[config.mk]
export PLATFORM = sky130hd
export DESIGN_NAME = atpb_top
export DESIGN_NICKNAME = d
export VERILOG_FILES = /design/src/hdl/atpb_pkg.sv /design/src/hdl/atpb_top.sv
export SDC_FILE = /design/constraint.sdc
export NUM_CORES = 2
export LEC_CHECK = 0
export BUFFER_PORTS_ARGS = -buffer_cell sky130_fd_sc_hd__buf_4
export CORE_ASPECT_RATIO = 0.8
export CORE_MARGIN = 1.5
export CORE_UTILIZATION = 49
export CTS_BUF_LIST = sky130_fd_sc_hd__clkbuf_16
export DETAILED_ROUTE_END_ITERATION = 16
export MAX_ROUTING_LAYER = met4
export PLACE_DENSITY = 0.65
export SYNTH_ARGS = -nofsm -noshare
export SYNTH_HDL_FRONTEND = slang
export SYNTH_SLANG_ARGS = --single-unit
[constraint.sdc]
create_clock -name hclk -period 2.4 [get_ports hclk]
set_clock_uncertainty 0.1 [all_clocks]
set_input_delay 0.36 -clock hclk [delete_from_list [all_inputs] [get_ports hclk]]
set_output_delay 0.36 -clock hclk [all_outputs]
set_load 0.01 [all_outputs]
[src/hdl/atpb_pkg.sv]
// Notes on behaviour
// [RL1] Byte 0 is 40h, byte 1 reserved
// [RL2] Header, two format bytes, then entries
// [RL3] Each entry fills an eight-byte slot
// [RL4] Bytes 2-3 hold following byte count
// [RL5] Supplied format copied from request
// [RL6] Translated format copied from request
// [RL7] Reserved-area flag when any part reserved
// [RL8] Wholly reserved address may omit entries
// [RL9] Spare-sector flag only when known
// [RL10] Spare-track flag when present or unknown
// [RL11] Logical block: address first, rest zero
// [RL12] One entry per contained address
// [RL13] Bytes from index: start/end pair each
// [RL14] Log page codes: defined, reserved, vendor
// [RL15] Medium codes 00h-02h default and flexible
// [RL16] Specific flexible disk medium codes
// [RL17] Quarter-inch tape codes 40h and 44h
// [RL18] 80h-FFh vendor, rest reserved
// [RL19] Unsupported format gives illegal request
// [RL20] Flags high in byte 5, formats low
package atpb_pkg;

  // Register byte offsets
  localparam logic [9:0] ATPB_CTRL     = 10'h000;
  localparam logic [9:0] ATPB_FORMAT   = 10'h004;
  localparam logic [9:0] ATPB_FLAGS    = 10'h008;
  localparam logic [9:0] ATPB_COUNT    = 10'h00C;
  localparam logic [9:0] ATPB_SEL      = 10'h010;
  localparam logic [9:0] ATPB_SLOT_HI  = 10'h014;
  localparam logic [9:0] ATPB_SLOT_LO  = 10'h018;
  localparam logic [9:0] ATPB_STATUS   = 10'h01C;
  localparam logic [9:0] ATPB_LOG      = 10'h020;
  localparam logic [9:0] ATPB_MEDIUM   = 10'h024;
  localparam logic [9:0] ATPB_PAGE     = 10'h100;
  localparam int         ATPB_PAGE_WDS = 18;

  // Control bits
  localparam int CTRL_START = 0;
  localparam int CTRL_CLEAR = 1;
  // Flag input bits
  localparam int FL_ANY_RSV  = 0;
  localparam int FL_ALL_RSV  = 1;
  localparam int FL_SEC_KNOW = 2;
  localparam int FL_TRK_ANY  = 3;
  localparam int FL_TRK_UNK  = 4;
  localparam int FL_OMIT     = 5;
  // Field positions in the format register
  localparam int FMT_SUP_LSB = 0;
  localparam int FMT_TRN_LSB = 8;

  // Page constants
  localparam logic [7:0]  PAGE_CODE    = 8'h40;
  localparam logic [7:0]  PAGE_RSV     = 8'h00;
  localparam logic [15:0] DESC_BYTES   = 16'h0002;
  localparam int          HDR_BYTES    = 6;
  localparam int          SLOT_BYTES   = 8;
  localparam int          MAX_SLOTS    = 8;
  localparam int          RSV_AREA_BIT  = 7;
  localparam int          SPARE_SEC_BIT = 6;
  localparam int          SPARE_TRK_BIT = 5;

  // Address formats
  localparam logic [2:0] FMT_LBA = 3'h0;
  localparam logic [2:0] FMT_BFI = 3'h4;
  localparam logic [2:0] FMT_PHY = 3'h5;

  // Error report
  localparam logic [3:0] SK_NONE    = 4'h0;
  localparam logic [3:0] SK_ILLEGAL = 4'h5;
  localparam logic [7:0] ASC_NONE   = 8'h00;
  localparam logic [7:0] ASC_PARAM  = 8'h26;

  // Log page classes
  localparam logic [1:0] LOG_DEFINED  = 2'h0;
  localparam logic [1:0] LOG_RESERVED = 2'h1;
  localparam logic [1:0] LOG_VENDOR   = 2'h2;

  // Medium classes
  localparam logic [2:0] MED_DEFAULT = 3'h0;
  localparam logic [2:0] MED_FLEX_SS = 3'h1;
  localparam logic [2:0] MED_FLEX_DS = 3'h2;
  localparam logic [2:0] MED_FLEX_SP = 3'h3;
  localparam logic [2:0] MED_TAPE12  = 3'h4;
  localparam logic [2:0] MED_TAPE24  = 3'h5;
  localparam logic [2:0] MED_VENDOR  = 3'h6;
  localparam logic [2:0] MED_RSV     = 3'h7;

  // Builder states
  typedef enum logic [1:0] {
    ATPB_IDLE  = 2'b00,
    ATPB_CHECK = 2'b01,
    ATPB_READY = 2'b10,
    ATPB_ERROR = 2'b11
  } atpb_state_t;

endpackage : atpb_pkg

[src/hdl/atpb_top.sv]
`timescale 1ns/100ps
module atpb_top (
  // Clock and reset
  input  wire logic        hclk,
  input  wire logic        hresetn,
  // AHB-Lite slave
  input  wire logic        hsel,
  input  wire logic [31:0] haddr,
  input  wire logic [1:0]  htrans,
  input  wire logic        hwrite,
  input  wire logic [2:0]  hsize,
  input  wire logic [31:0] hwdata,
  input  wire logic        hready,
  output logic      [31:0] hrdata,
  output logic             hreadyout,
  output logic             hresp,
  // Block status
  output logic             page_ready,
  output logic             check_condition
);
  import atpb_pkg::*;

  // Register map, one word per offset:
  //   CTRL    write only: bit 0 start, bit 1 clear.
  //           Clear wins when both come in one word.
  //   FORMAT  bits 2:0 supplied, bits 10:8 requested.
  //   FLAGS   six facts from the address mapper:
  //           bit 0 part lies in a reserved region
  //           bit 1 all of it lies there
  //           bit 2 spare sector known to hold it
  //           bit 3 part sits on a spare track
  //           bit 4 track placement unknown
  //           bit 5 drop entries when all reserved
  //   COUNT   addresses held in the source area.
  //   SEL     slot filled by the next low half.
  //   SLOT_HI upper half, held until the low half.
  //   SLOT_LO low half; commits the slot, steps SEL.
  //   STATUS  read only: bit 0 page held,
  //           bit 1 refused, bit 2 building,
  //           bits 7:4 entry count,
  //           bits 11:8 sense key,
  //           bits 23:16 additional sense code.
  //   LOG     log page code, class in bits 9:8.
  //   MEDIUM  medium code, class in bits 10:8.
  //   PAGE    eighteen words of the built page,
  //           earliest byte in bits 31:24.
  // Other offsets read zero; writes there drop.

  // Bus timing: no wait states, so hreadyout
  // stays high and hresp low from reset on.
  // An address phase is taken on the edge where
  // hsel, htrans[1] and hready are all high.
  // Write data is used at the end of the data
  // phase. Read data is looked up at the address
  // phase and loaded on that edge, so it stands
  // through the whole data phase.
  // Limitation: a read whose address phase
  // overlaps a write data phase sees the old
  // value; an idle cycle between transfers
  // avoids this.
  // Trade-off: the early lookup costs a wide mux
  // before hrdata but keeps the slave waitless.

  // Builder: a start moves it to check, where
  // both format codes are tested. An unsupported
  // code leads to the refused state with the
  // sense fields loaded; otherwise flags and
  // entry count are fixed and the page is held.
  // The page is never stored as bytes: each read
  // of the page window builds its four bytes
  // from held fields and slots, which saves a
  // 72-byte buffer.
  // Hazard: a start while in check is ignored,
  // and a clear in that cycle loses to the build.
  // Hazard: for the logical block format the
  // slots are rewritten in place, so reload them
  // before the next build.
  // Limitation: at most eight entries; a larger
  // count is cut to eight.

  // Page layout through the page window:
  //   byte 0     page code
  //   byte 1     zero
  //   bytes 2-3  length of the rest, high first
  //   byte 4     supplied format, low bits
  //   byte 5     flags high, requested format low
  //   bytes 6 on eight bytes per entry, high
  //              byte first, entry count of them
  // Bytes past the last entry read zero.

  // Flag policy: the reserved-area flag is set
  // when any part is reserved. The spare-sector
  // flag needs a known fact, the spare-track
  // flag is also set when placement is unknown;
  // they lean opposite ways on purpose.

  // Slot loading: set SEL, then write the upper
  // half and the lower half of each address.
  // Of the two half writes only the lower one changes a slot, so
  // a half-written address is never shown. SEL
  // wraps after slot seven.

  // Reset: all state clears except hreadyout,
  // which leaves reset high so that the first
  // transfer needs no extra cycle.

  // Code classes: log and medium codes are
  // classed by pure lookups at the read, so a
  // code can be classed without a build.

  // Whole module state
  typedef struct packed {
    atpb_state_t        fsm;         // Builder state
    logic [2:0]         sup_fmt;     // Supplied format
    logic [2:0]         trn_fmt;     // Requested format
    logic [5:0]         flag_in;     // Medium facts from mapper
    logic [3:0]         count;       // Contained addresses
    logic [2:0]         sel;         // Slot being written
    logic [31:0]        hi;          // Pending upper half
    logic [7:0][63:0]   slot;        // Translated addresses
    logic [3:0]         n_ent;       // Entries in built page
    logic               reserved_area_flag; // Reserved-area flag
    logic               spare_sector_flag;  // Spare-sector flag
    logic               spare_track_flag;   // Spare-track flag
    logic [3:0]         skey;        // Sense key
    logic [7:0]         asc;         // Additional sense code
    logic [7:0]         log_code;    // Log page code to classify
    logic [7:0]         med_code;    // Medium code to classify
    logic               a_valid;     // Data phase pending
    logic               a_write;     // Pending is a write
    logic [9:0]         a_addr;      // Pending address
    logic [31:0]        hrdata;      // Read data
    logic               hreadyout;   // Always ready
    logic               hresp;       // Always okay
    logic               page_ready;  // Page built
    logic               check;       // Check condition
  } atpb_regs_t;

  atpb_regs_t r;       // Current state
  atpb_regs_t next_r;  // Next state

  // Format support test
  function automatic logic fmt_ok(input logic [2:0] f);
    fmt_ok = (f == FMT_LBA) || (f == FMT_BFI) || (f == FMT_PHY);
  endfunction : fmt_ok

  // Byte at a page position, built from held fields
  function automatic logic [7:0] page_byte(input atpb_regs_t s,
                                           input logic [6:0] idx);
    logic [15:0] len;
    logic [6:0]  off;
    logic [2:0]  e;
    logic [2:0]  b;
    logic [63:0] v;
    page_byte = PAGE_RSV;
    // [RL4] Length after header
    len = DESC_BYTES + {9'h000, s.n_ent, 3'h0};
    off = idx - 7'(HDR_BYTES);
    e   = off[5:3];
    b   = off[2:0];
    v   = s.slot[e];
    case (idx)
      // [RL1] Page code byte
      7'h00: page_byte = PAGE_CODE;
      7'h01: page_byte = PAGE_RSV;
      7'h02: page_byte = len[15:8];
      7'h03: page_byte = len[7:0];
      // [RL5] Supplied format copy
      7'h04: page_byte = {5'h00, s.sup_fmt};
      // [RL6] Translated format copy
      // [RL20] Flags high, format low
      7'h05: begin
        page_byte                = {5'h00, s.trn_fmt};
        page_byte[RSV_AREA_BIT]  = s.reserved_area_flag;
        page_byte[SPARE_SEC_BIT] = s.spare_sector_flag;
        page_byte[SPARE_TRK_BIT] = s.spare_track_flag;
      end
      default: begin
        // [RL3] Eight-byte entry slots, MSB first
        if ((idx >= 7'(HDR_BYTES)) && ({1'b0, off[6:3]} < {1'b0, s.n_ent}))
          page_byte = v[8'(63) - 8'({b, 3'h0}) -: 8];
      end
    endcase
  endfunction : page_byte

  // Log page classification
  function automatic logic [1:0] log_class(input logic [7:0] c);
    // [RL14] Defined, reserved and vendor ranges
    if (c <= 8'h07 && c != 8'h04)
      log_class = LOG_DEFINED;
    else if (c >= 8'h30 && c <= 8'h3E)
      log_class = LOG_VENDOR;
    else
      log_class = LOG_RESERVED;
  endfunction : log_class

  // Medium-type classification
  function automatic logic [2:0] med_class(input logic [7:0] c);
    med_class = MED_RSV;
    // [RL18] Upper half vendor, rest reserved
    if (c[7])
      med_class = MED_VENDOR;
    else begin
      case (c)
        // [RL15] Default and unspecified flexible
        8'h00: med_class = MED_DEFAULT;
        8'h01: med_class = MED_FLEX_SS;
        8'h02: med_class = MED_FLEX_DS;
        // [RL16] Specific flexible disks
        8'h05, 8'h06, 8'h09, 8'h0A,
        8'h0D, 8'h12, 8'h16, 8'h1A: med_class = MED_FLEX_SP;
        // [RL17] Quarter-inch tapes
        8'h40: med_class = MED_TAPE12;
        8'h44: med_class = MED_TAPE24;
        default: med_class = MED_RSV;
      endcase
    end
  endfunction : med_class

  // Next-state logic
  always_comb begin
    logic        take;
    logic [9:0]  pa;
    logic [6:0]  wbase;
    logic [4:0]  ents;
    next_r = r;
    take   = hsel && htrans[1] && hready;
    pa     = haddr[9:0];
    wbase  = 7'h00;
    ents   = 5'h00;

    // Bus answers at once, always okay
    next_r.hreadyout = 1'b1;
    next_r.hresp     = 1'b0;

    // Data phase of a pending write
    if (r.a_valid && r.a_write) begin
      case (r.a_addr)
        ATPB_CTRL: begin
          // Clear drops any built page or error
          if (hwdata[CTRL_CLEAR]) begin
            next_r.fsm  = ATPB_IDLE;
            next_r.skey = SK_NONE;
            next_r.asc  = ASC_NONE;
          end else if (hwdata[CTRL_START] && r.fsm != ATPB_CHECK) begin
            next_r.fsm = ATPB_CHECK;
          end
        end
        ATPB_FORMAT: begin
          next_r.sup_fmt = hwdata[FMT_SUP_LSB +: 3];
          next_r.trn_fmt = hwdata[FMT_TRN_LSB +: 3];
        end
        // Mapper facts, used at the next build
        ATPB_FLAGS:   next_r.flag_in  = hwdata[5:0];
        // Contained addresses
        ATPB_COUNT:   next_r.count    = hwdata[3:0];
        // Slot pointer for loading
        ATPB_SEL:     next_r.sel      = hwdata[2:0];
        // Upper half waits for its lower half
        ATPB_SLOT_HI: next_r.hi       = hwdata;
        ATPB_SLOT_LO: begin
          // Low half commits the slot and steps on
          next_r.slot[r.sel] = {r.hi, hwdata};
          next_r.sel         = r.sel + 3'h1;
        end
        // Codes held for classing
        ATPB_LOG:     next_r.log_code = hwdata[7:0];
        ATPB_MEDIUM:  next_r.med_code = hwdata[7:0];
        // Writes elsewhere are dropped
        default: ;
      endcase
    end

    // Builder sequence
    case (r.fsm)
      ATPB_IDLE: ;
      ATPB_CHECK: begin
        // [RL19] Refuse unsupported formats
        if (!fmt_ok(r.sup_fmt) || !fmt_ok(r.trn_fmt)) begin
          next_r.fsm   = ATPB_ERROR;
          next_r.skey  = SK_ILLEGAL;
          next_r.asc   = ASC_PARAM;
          next_r.n_ent = 4'h0;
        end else begin
          next_r.fsm = ATPB_READY;
          // [RL7] Any reserved part sets the flag
          next_r.reserved_area_flag = r.flag_in[FL_ANY_RSV]
                                    | r.flag_in[FL_ALL_RSV];
          // [RL9] Only a known spare sector counts
          next_r.spare_sector_flag  = r.flag_in[FL_SEC_KNOW];
          // [RL10] Unknown track placement also sets
          next_r.spare_track_flag   = r.flag_in[FL_TRK_ANY]
                                    | r.flag_in[FL_TRK_UNK];
          // [RL13] Index format takes a pair each
          if (r.trn_fmt == FMT_BFI)
            ents = {r.count, 1'b0};
          // [RL12] One entry per contained address
          else
            ents = {1'b0, r.count};
          if (ents > 5'(MAX_SLOTS))
            ents = 5'(MAX_SLOTS);
          // [RL8] Wholly reserved address may drop all
          if (r.flag_in[FL_ALL_RSV] && r.flag_in[FL_OMIT])
            ents = 5'h00;
          next_r.n_ent = ents[3:0];
          // [RL11] Block address first, rest zero
          if (r.trn_fmt == FMT_LBA) begin
            for (int i = 0; i < MAX_SLOTS; i++)
              next_r.slot[i] = {r.slot[i][31:0], 32'h0000_0000};
          end
        end
      end
      // Page held until clear or new start
      ATPB_READY: ;
      // Refusal held until clear or new start, sense data until clear
      ATPB_ERROR: ;
      // Unused code falls back to idle
      default: next_r.fsm = ATPB_IDLE;
    endcase

    // Status outputs follow the next state
    next_r.page_ready = (next_r.fsm == ATPB_READY);
    next_r.check      = (next_r.fsm == ATPB_ERROR);

    // Address phase: capture, and prepare read data now
    next_r.a_valid = take;
    next_r.a_write = take && hwrite;
    next_r.a_addr  = {pa[9:2], 2'b00};
    if (take && !hwrite) begin
      next_r.hrdata = 32'h0000_0000;
      case ({pa[9:2], 2'b00})
        ATPB_FORMAT:
          next_r.hrdata = {21'h000000, r.trn_fmt, 5'h00, r.sup_fmt};
        // Mapper facts as written
        ATPB_FLAGS:   next_r.hrdata = {26'h0000000, r.flag_in};
        // Contained addresses as written
        ATPB_COUNT:   next_r.hrdata = {28'h0000000, r.count};
        // Slot pointer, moved on by each low half
        ATPB_SEL:     next_r.hrdata = {29'h00000000, r.sel};
        // Pending upper half
        ATPB_SLOT_HI: next_r.hrdata = r.hi;
        // Builder state and sense fields
        ATPB_STATUS:
          next_r.hrdata = {8'h00, r.asc, 4'h0, r.skey,
                           r.n_ent, 1'b0, r.fsm == ATPB_CHECK,
                           r.check, r.page_ready};
        ATPB_LOG:
          next_r.hrdata = {22'h000000, log_class(r.log_code), r.log_code};
        ATPB_MEDIUM:
          next_r.hrdata = {21'h000000, med_class(r.med_code), r.med_code};
        default: begin
          // [RL2] Page window, four bytes a word, first byte high
          if (pa[9:8] == ATPB_PAGE[9:8] && pa[7:2] < 6'(ATPB_PAGE_WDS)) begin
            wbase = {pa[6:2], 2'b00};
            next_r.hrdata = {page_byte(r, wbase),
                             page_byte(r, wbase + 7'h1),
                             page_byte(r, wbase + 7'h2),
                             page_byte(r, wbase + 7'h3)};
          end
        end
      endcase
    end
  end

  // State register
  always_ff @(posedge hclk or negedge hresetn) begin
    if (!hresetn) begin
      r           <= '0;
      r.fsm       <= ATPB_IDLE;
      r.hreadyout <= 1'b1;
    end else begin
      r <= next_r;
    end
  end

  // Outputs straight from flip-flops
  assign hrdata          = r.hrdata;
  assign hreadyout       = r.hreadyout;
  assign hresp           = r.hresp;
  assign page_ready      = r.page_ready;
  assign check_condition = r.check;

endmodule : atpb_top

==> qor.txt <==
run status - finished, final reports clean
cell type with the largest total area after synthesis - sky130_fd_sc_hd__dfrtp_1
placed instance area - 0.03612 mm^2
buffer and inverter count on the worst path - 1
final critical-path required period - 2.385 ns
syn avg cell area - 9.825 um^2
count of endpoints failing hold in the final timing report - 0
cell family with most CP delay - simple AND/OR/NAND/NOR gates
Post-DP HPWL - 74,310 um
routed wire length - 113,900 um
antenna violations before repair - 3
layout-stage area growth over the synthesis result - 19.51%
via count of the first global-routing pass - 26.44k
CTS tree - done
post-synthesis cell type count - 75
Initial DRC Count - 3,137
met3 usage - 7.810%
pin count of the biggest net entering global routing - 80
CTS clk-pin slew, worst paths - 0.06 ns
most common library cells after synthesis - sky130_fd_sc_hd__nand2_1 (891), sky130_fd_sc_hd__dfrtp_1 (644), sky130_fd_sc_hd__mux2i_1 (343), sky130_fd_sc_hd__a21oi_1 (318), sky130_fd_sc_hd__o21ai_0 (270)
Seq cells post-synth - 644
worst-path fanout max - 30
largest voltage drop on the vdd net - 0.0005004 V
Sequential cell area - 0.01612 mm^2
IO Port Bufs - 79
wire length of the first global-routing pass - 168,200 um
FF-to-FF setup slack - 0.02 ns
row cnt - 84
layer with the highest usage - met2
ys flop type - sky130_fd_sc_hd__dfrtp_1
Syn Inst Count - 3,335
Synthesized Nets - 3,423
insertion delay to the later sink of the worst-skew pair - 0.63 ns
detail-routed via count per cell - 6.204
startpoint of the worst hold path - hsel
sequential share of the synthesized area - 49.18%
drt first pass iters - 6
clock sink count - 644
Final Cell Area - 0.03916 mm^2
pwr/cell area - 612.1 mW/mm^2
Sum Neg Setup Slack - 0 ns
most instantiated library cell after synthesis - sky130_fd_sc_hd__nand2_1
transition time at the pin with the least slew margin - 0.6316 ns
WL per Instance - 25.80 um
Largest stage delay, worst path - 0.51 ns
total clock buffers created by CTS - 69
share of cells above drive strength 1 - 19.74%
RR Endpoint - r[521]$_DFF_PN0_
share of flip-flops with an asynchronous set or reset - 100.0%
Peak Freq - 419.3 MHz
yosys warns - 0
Setup CP Type - reg -> reg
critical path arrival - 2.82 ns
I/O Pins - 110
Post-synth EDFFs - 0
antenna-violating nets left - 0
leakage component of the power - 18.53 nW
hold crit path type - in -> reg
net count reported at finish - 3,584
instance count along the most critical hold path - 2
CTS Root Buffer Type - sky130_fd_sc_hd__clkbuf_16
number of inserted filler cells in the final layout - 5,407
combined area of all synthesized cells - 0.03277 mm^2
final setup violation count - 0
terminating pin of the worst hold path - r[47]$_DFF_PN0_
routed via count - 27.38k
max-capacitance violation count - 0
area of the multi-input gates - 0.01517 mm^2
Slew Limit Fails - 0
total die area - 0.06844 mm^2
vertical die dimension - 234.3 um
overflow left after global routing - 0
FF-to-FF path depth - 7
critical path capture point type - register
buffers from clock root to sink, at most - 3
Total GRT Usage - 33.73%
required arrival time at the worst endpoint - 2.83 ns
Initial Util - 49.72%
Synth area leaders - sky130_fd_sc_hd__dfrtp_1 (49%), sky130_fd_sc_hd__mux2i_1 (10%), sky130_fd_sc_hd__nand2_1 (10%), sky130_fd_sc_hd__mux4_2 (5.8%), sky130_fd_sc_hd__a21oi_1 (4.9%)
DIE WIDTH - 292.1 um
core region area - 0.06590 mm^2
Worst path slowest cell - sky130_fd_sc_hd__or3b_4
share of the cycle needed by the critical path after routing - 99.37%
H-tree levels - 3
RSZ-0062 raised after global routing - yes
final estimated routing congestion in global placement - 1.002
FF-to-FF Start - r[44]$_DFF_PN0_
fraction of synthesized cell area taken by the top area cell type - 49.18%
startpoint class of the critical path - register
max_slew headroom - 57.89%
GR Util met2 - 48.06%
global-route track usage on met1 - 47.80%
crit path cell chain - nor3_4, and3_4, nand3_4, or3b_4, buf_12, mux2i_1, o21ai_0
DRC violations left - 0
report_power, final:
| part | switching, mW | internal, mW | leakage (nW) |
|---|---|---|---|
| Combinational | 1.16 | 0.883 | 9.87 |
| Sequential | 0.203 | 11.0 | 7.52 |
| Clock | 4.62 | 6.14 | 1.14 |
cell usage in the layout (no fill, tap or decap), types with 37 or more instances in the layout:
| cell | count |
|---|---|
| sky130_fd_sc_hd__a21oi_1 | 318 |
| sky130_fd_sc_hd__buf_12 | 68 |
| sky130_fd_sc_hd__buf_4 | 304 |
| sky130_fd_sc_hd__clkbuf_16 | 80 |
| sky130_fd_sc_hd__dfrtp_1 | 644 |
| sky130_fd_sc_hd__mux2_2 | 65 |
| sky130_fd_sc_hd__mux2i_1 | 342 |
| sky130_fd_sc_hd__mux4_2 | 85 |
| sky130_fd_sc_hd__nand2_1 | 888 |
| sky130_fd_sc_hd__nor2_1 | 48 |
| sky130_fd_sc_hd__o21ai_0 | 242 |
| sky130_fd_sc_hd__o21ai_1 | 37 |
| sky130_fd_sc_hd__o22ai_1 | 37 |
per-layer routing:
layer,up-vias,part of all wire (%)
met5,-,0
met2,1485,43
met4,0,3.0
met3,229,10
met1,13820,43
li1,11850,-
per-stage QoR:
step | total power, mW | hold slack (ns) | worst slack (ns) | instances | utilization [%]
floorplan | 12.19 | -0.03559 | -0.4669 | 3335 | -
global placement | 13.29 | 0.1917 | -0.4020 | 4234 | 54.82
detailed placement | 13.32 | 0.1930 | -0.4594 | 4234 | 54.82
CTS | 24.04 | 0.002855 | 0.01412 | 4399 | 58.85
global route | 24.66 | 0.01196 | -0.06592 | 4413 | 59.42
finish | 23.97 | 0.01261 | 0.01523 | 4414 | 59.43
final cells by class:
class	count	area share, %
sequential	644	41.15
antenna	3	0.01917
tap	860	2.748
clock buffer	71	4.537
timing repair buffer	430	11.41
clock inverter	55	1.169
multi-input combinational	2330	38.73
inverter	21	0.2269
timing repair:
action                                  4_1_cts  5_1_grt
buffers inserted                              2        2
hold buffers                                 36        0
endpoints found under the setup margin       41      131
resized for setup                             3       47
hold endpoints to repair                    435        0
pin swaps                                     2        5
cloned                                        1       10
worst max-delay path by stage:
stage                      startpoint                endpoint  slack (ns)  depth (start not counted)
floorplan                    haddr[3]   hrdata[3]$_DFFE_PN0P_       -0.47                         15
global placement             haddr[4]   hrdata[9]$_DFFE_PN0P_       -0.40                         12
detailed placement           haddr[4]   hrdata[7]$_DFFE_PN0P_       -0.46                         10
CTS                 r[55]$_DFFE_PN0P_  hrdata[10]$_DFFE_PN0P_        0.01                          6
global route          r[44]$_DFF_PN0_        r[521]$_DFF_PN0_       -0.07                          7
finish                r[44]$_DFF_PN0_        r[521]$_DFF_PN0_        0.02                          7
flip-flops by register name, summed over array words and instances (netlist names):
name,flops
check_condition,1
r,610
page_ready,1
hrdata,32
logic make-up after synthesis:
group / Yosys count / share of synthesized area (%)
DFF: 644 / 49.18
muxes: 493 / 18.55
xor gates and xnor gates: 5 / 0.1910
buffers and inverters: 361 / 5.418
other: 2 / 0.02292
and+or+nand+nor: 1072 / 13.49
adders and majority gates: 14 / 0.5346
AOI/OAI and AO/OA: 744 / 12.61
Power figures use the tool's default switching activity.
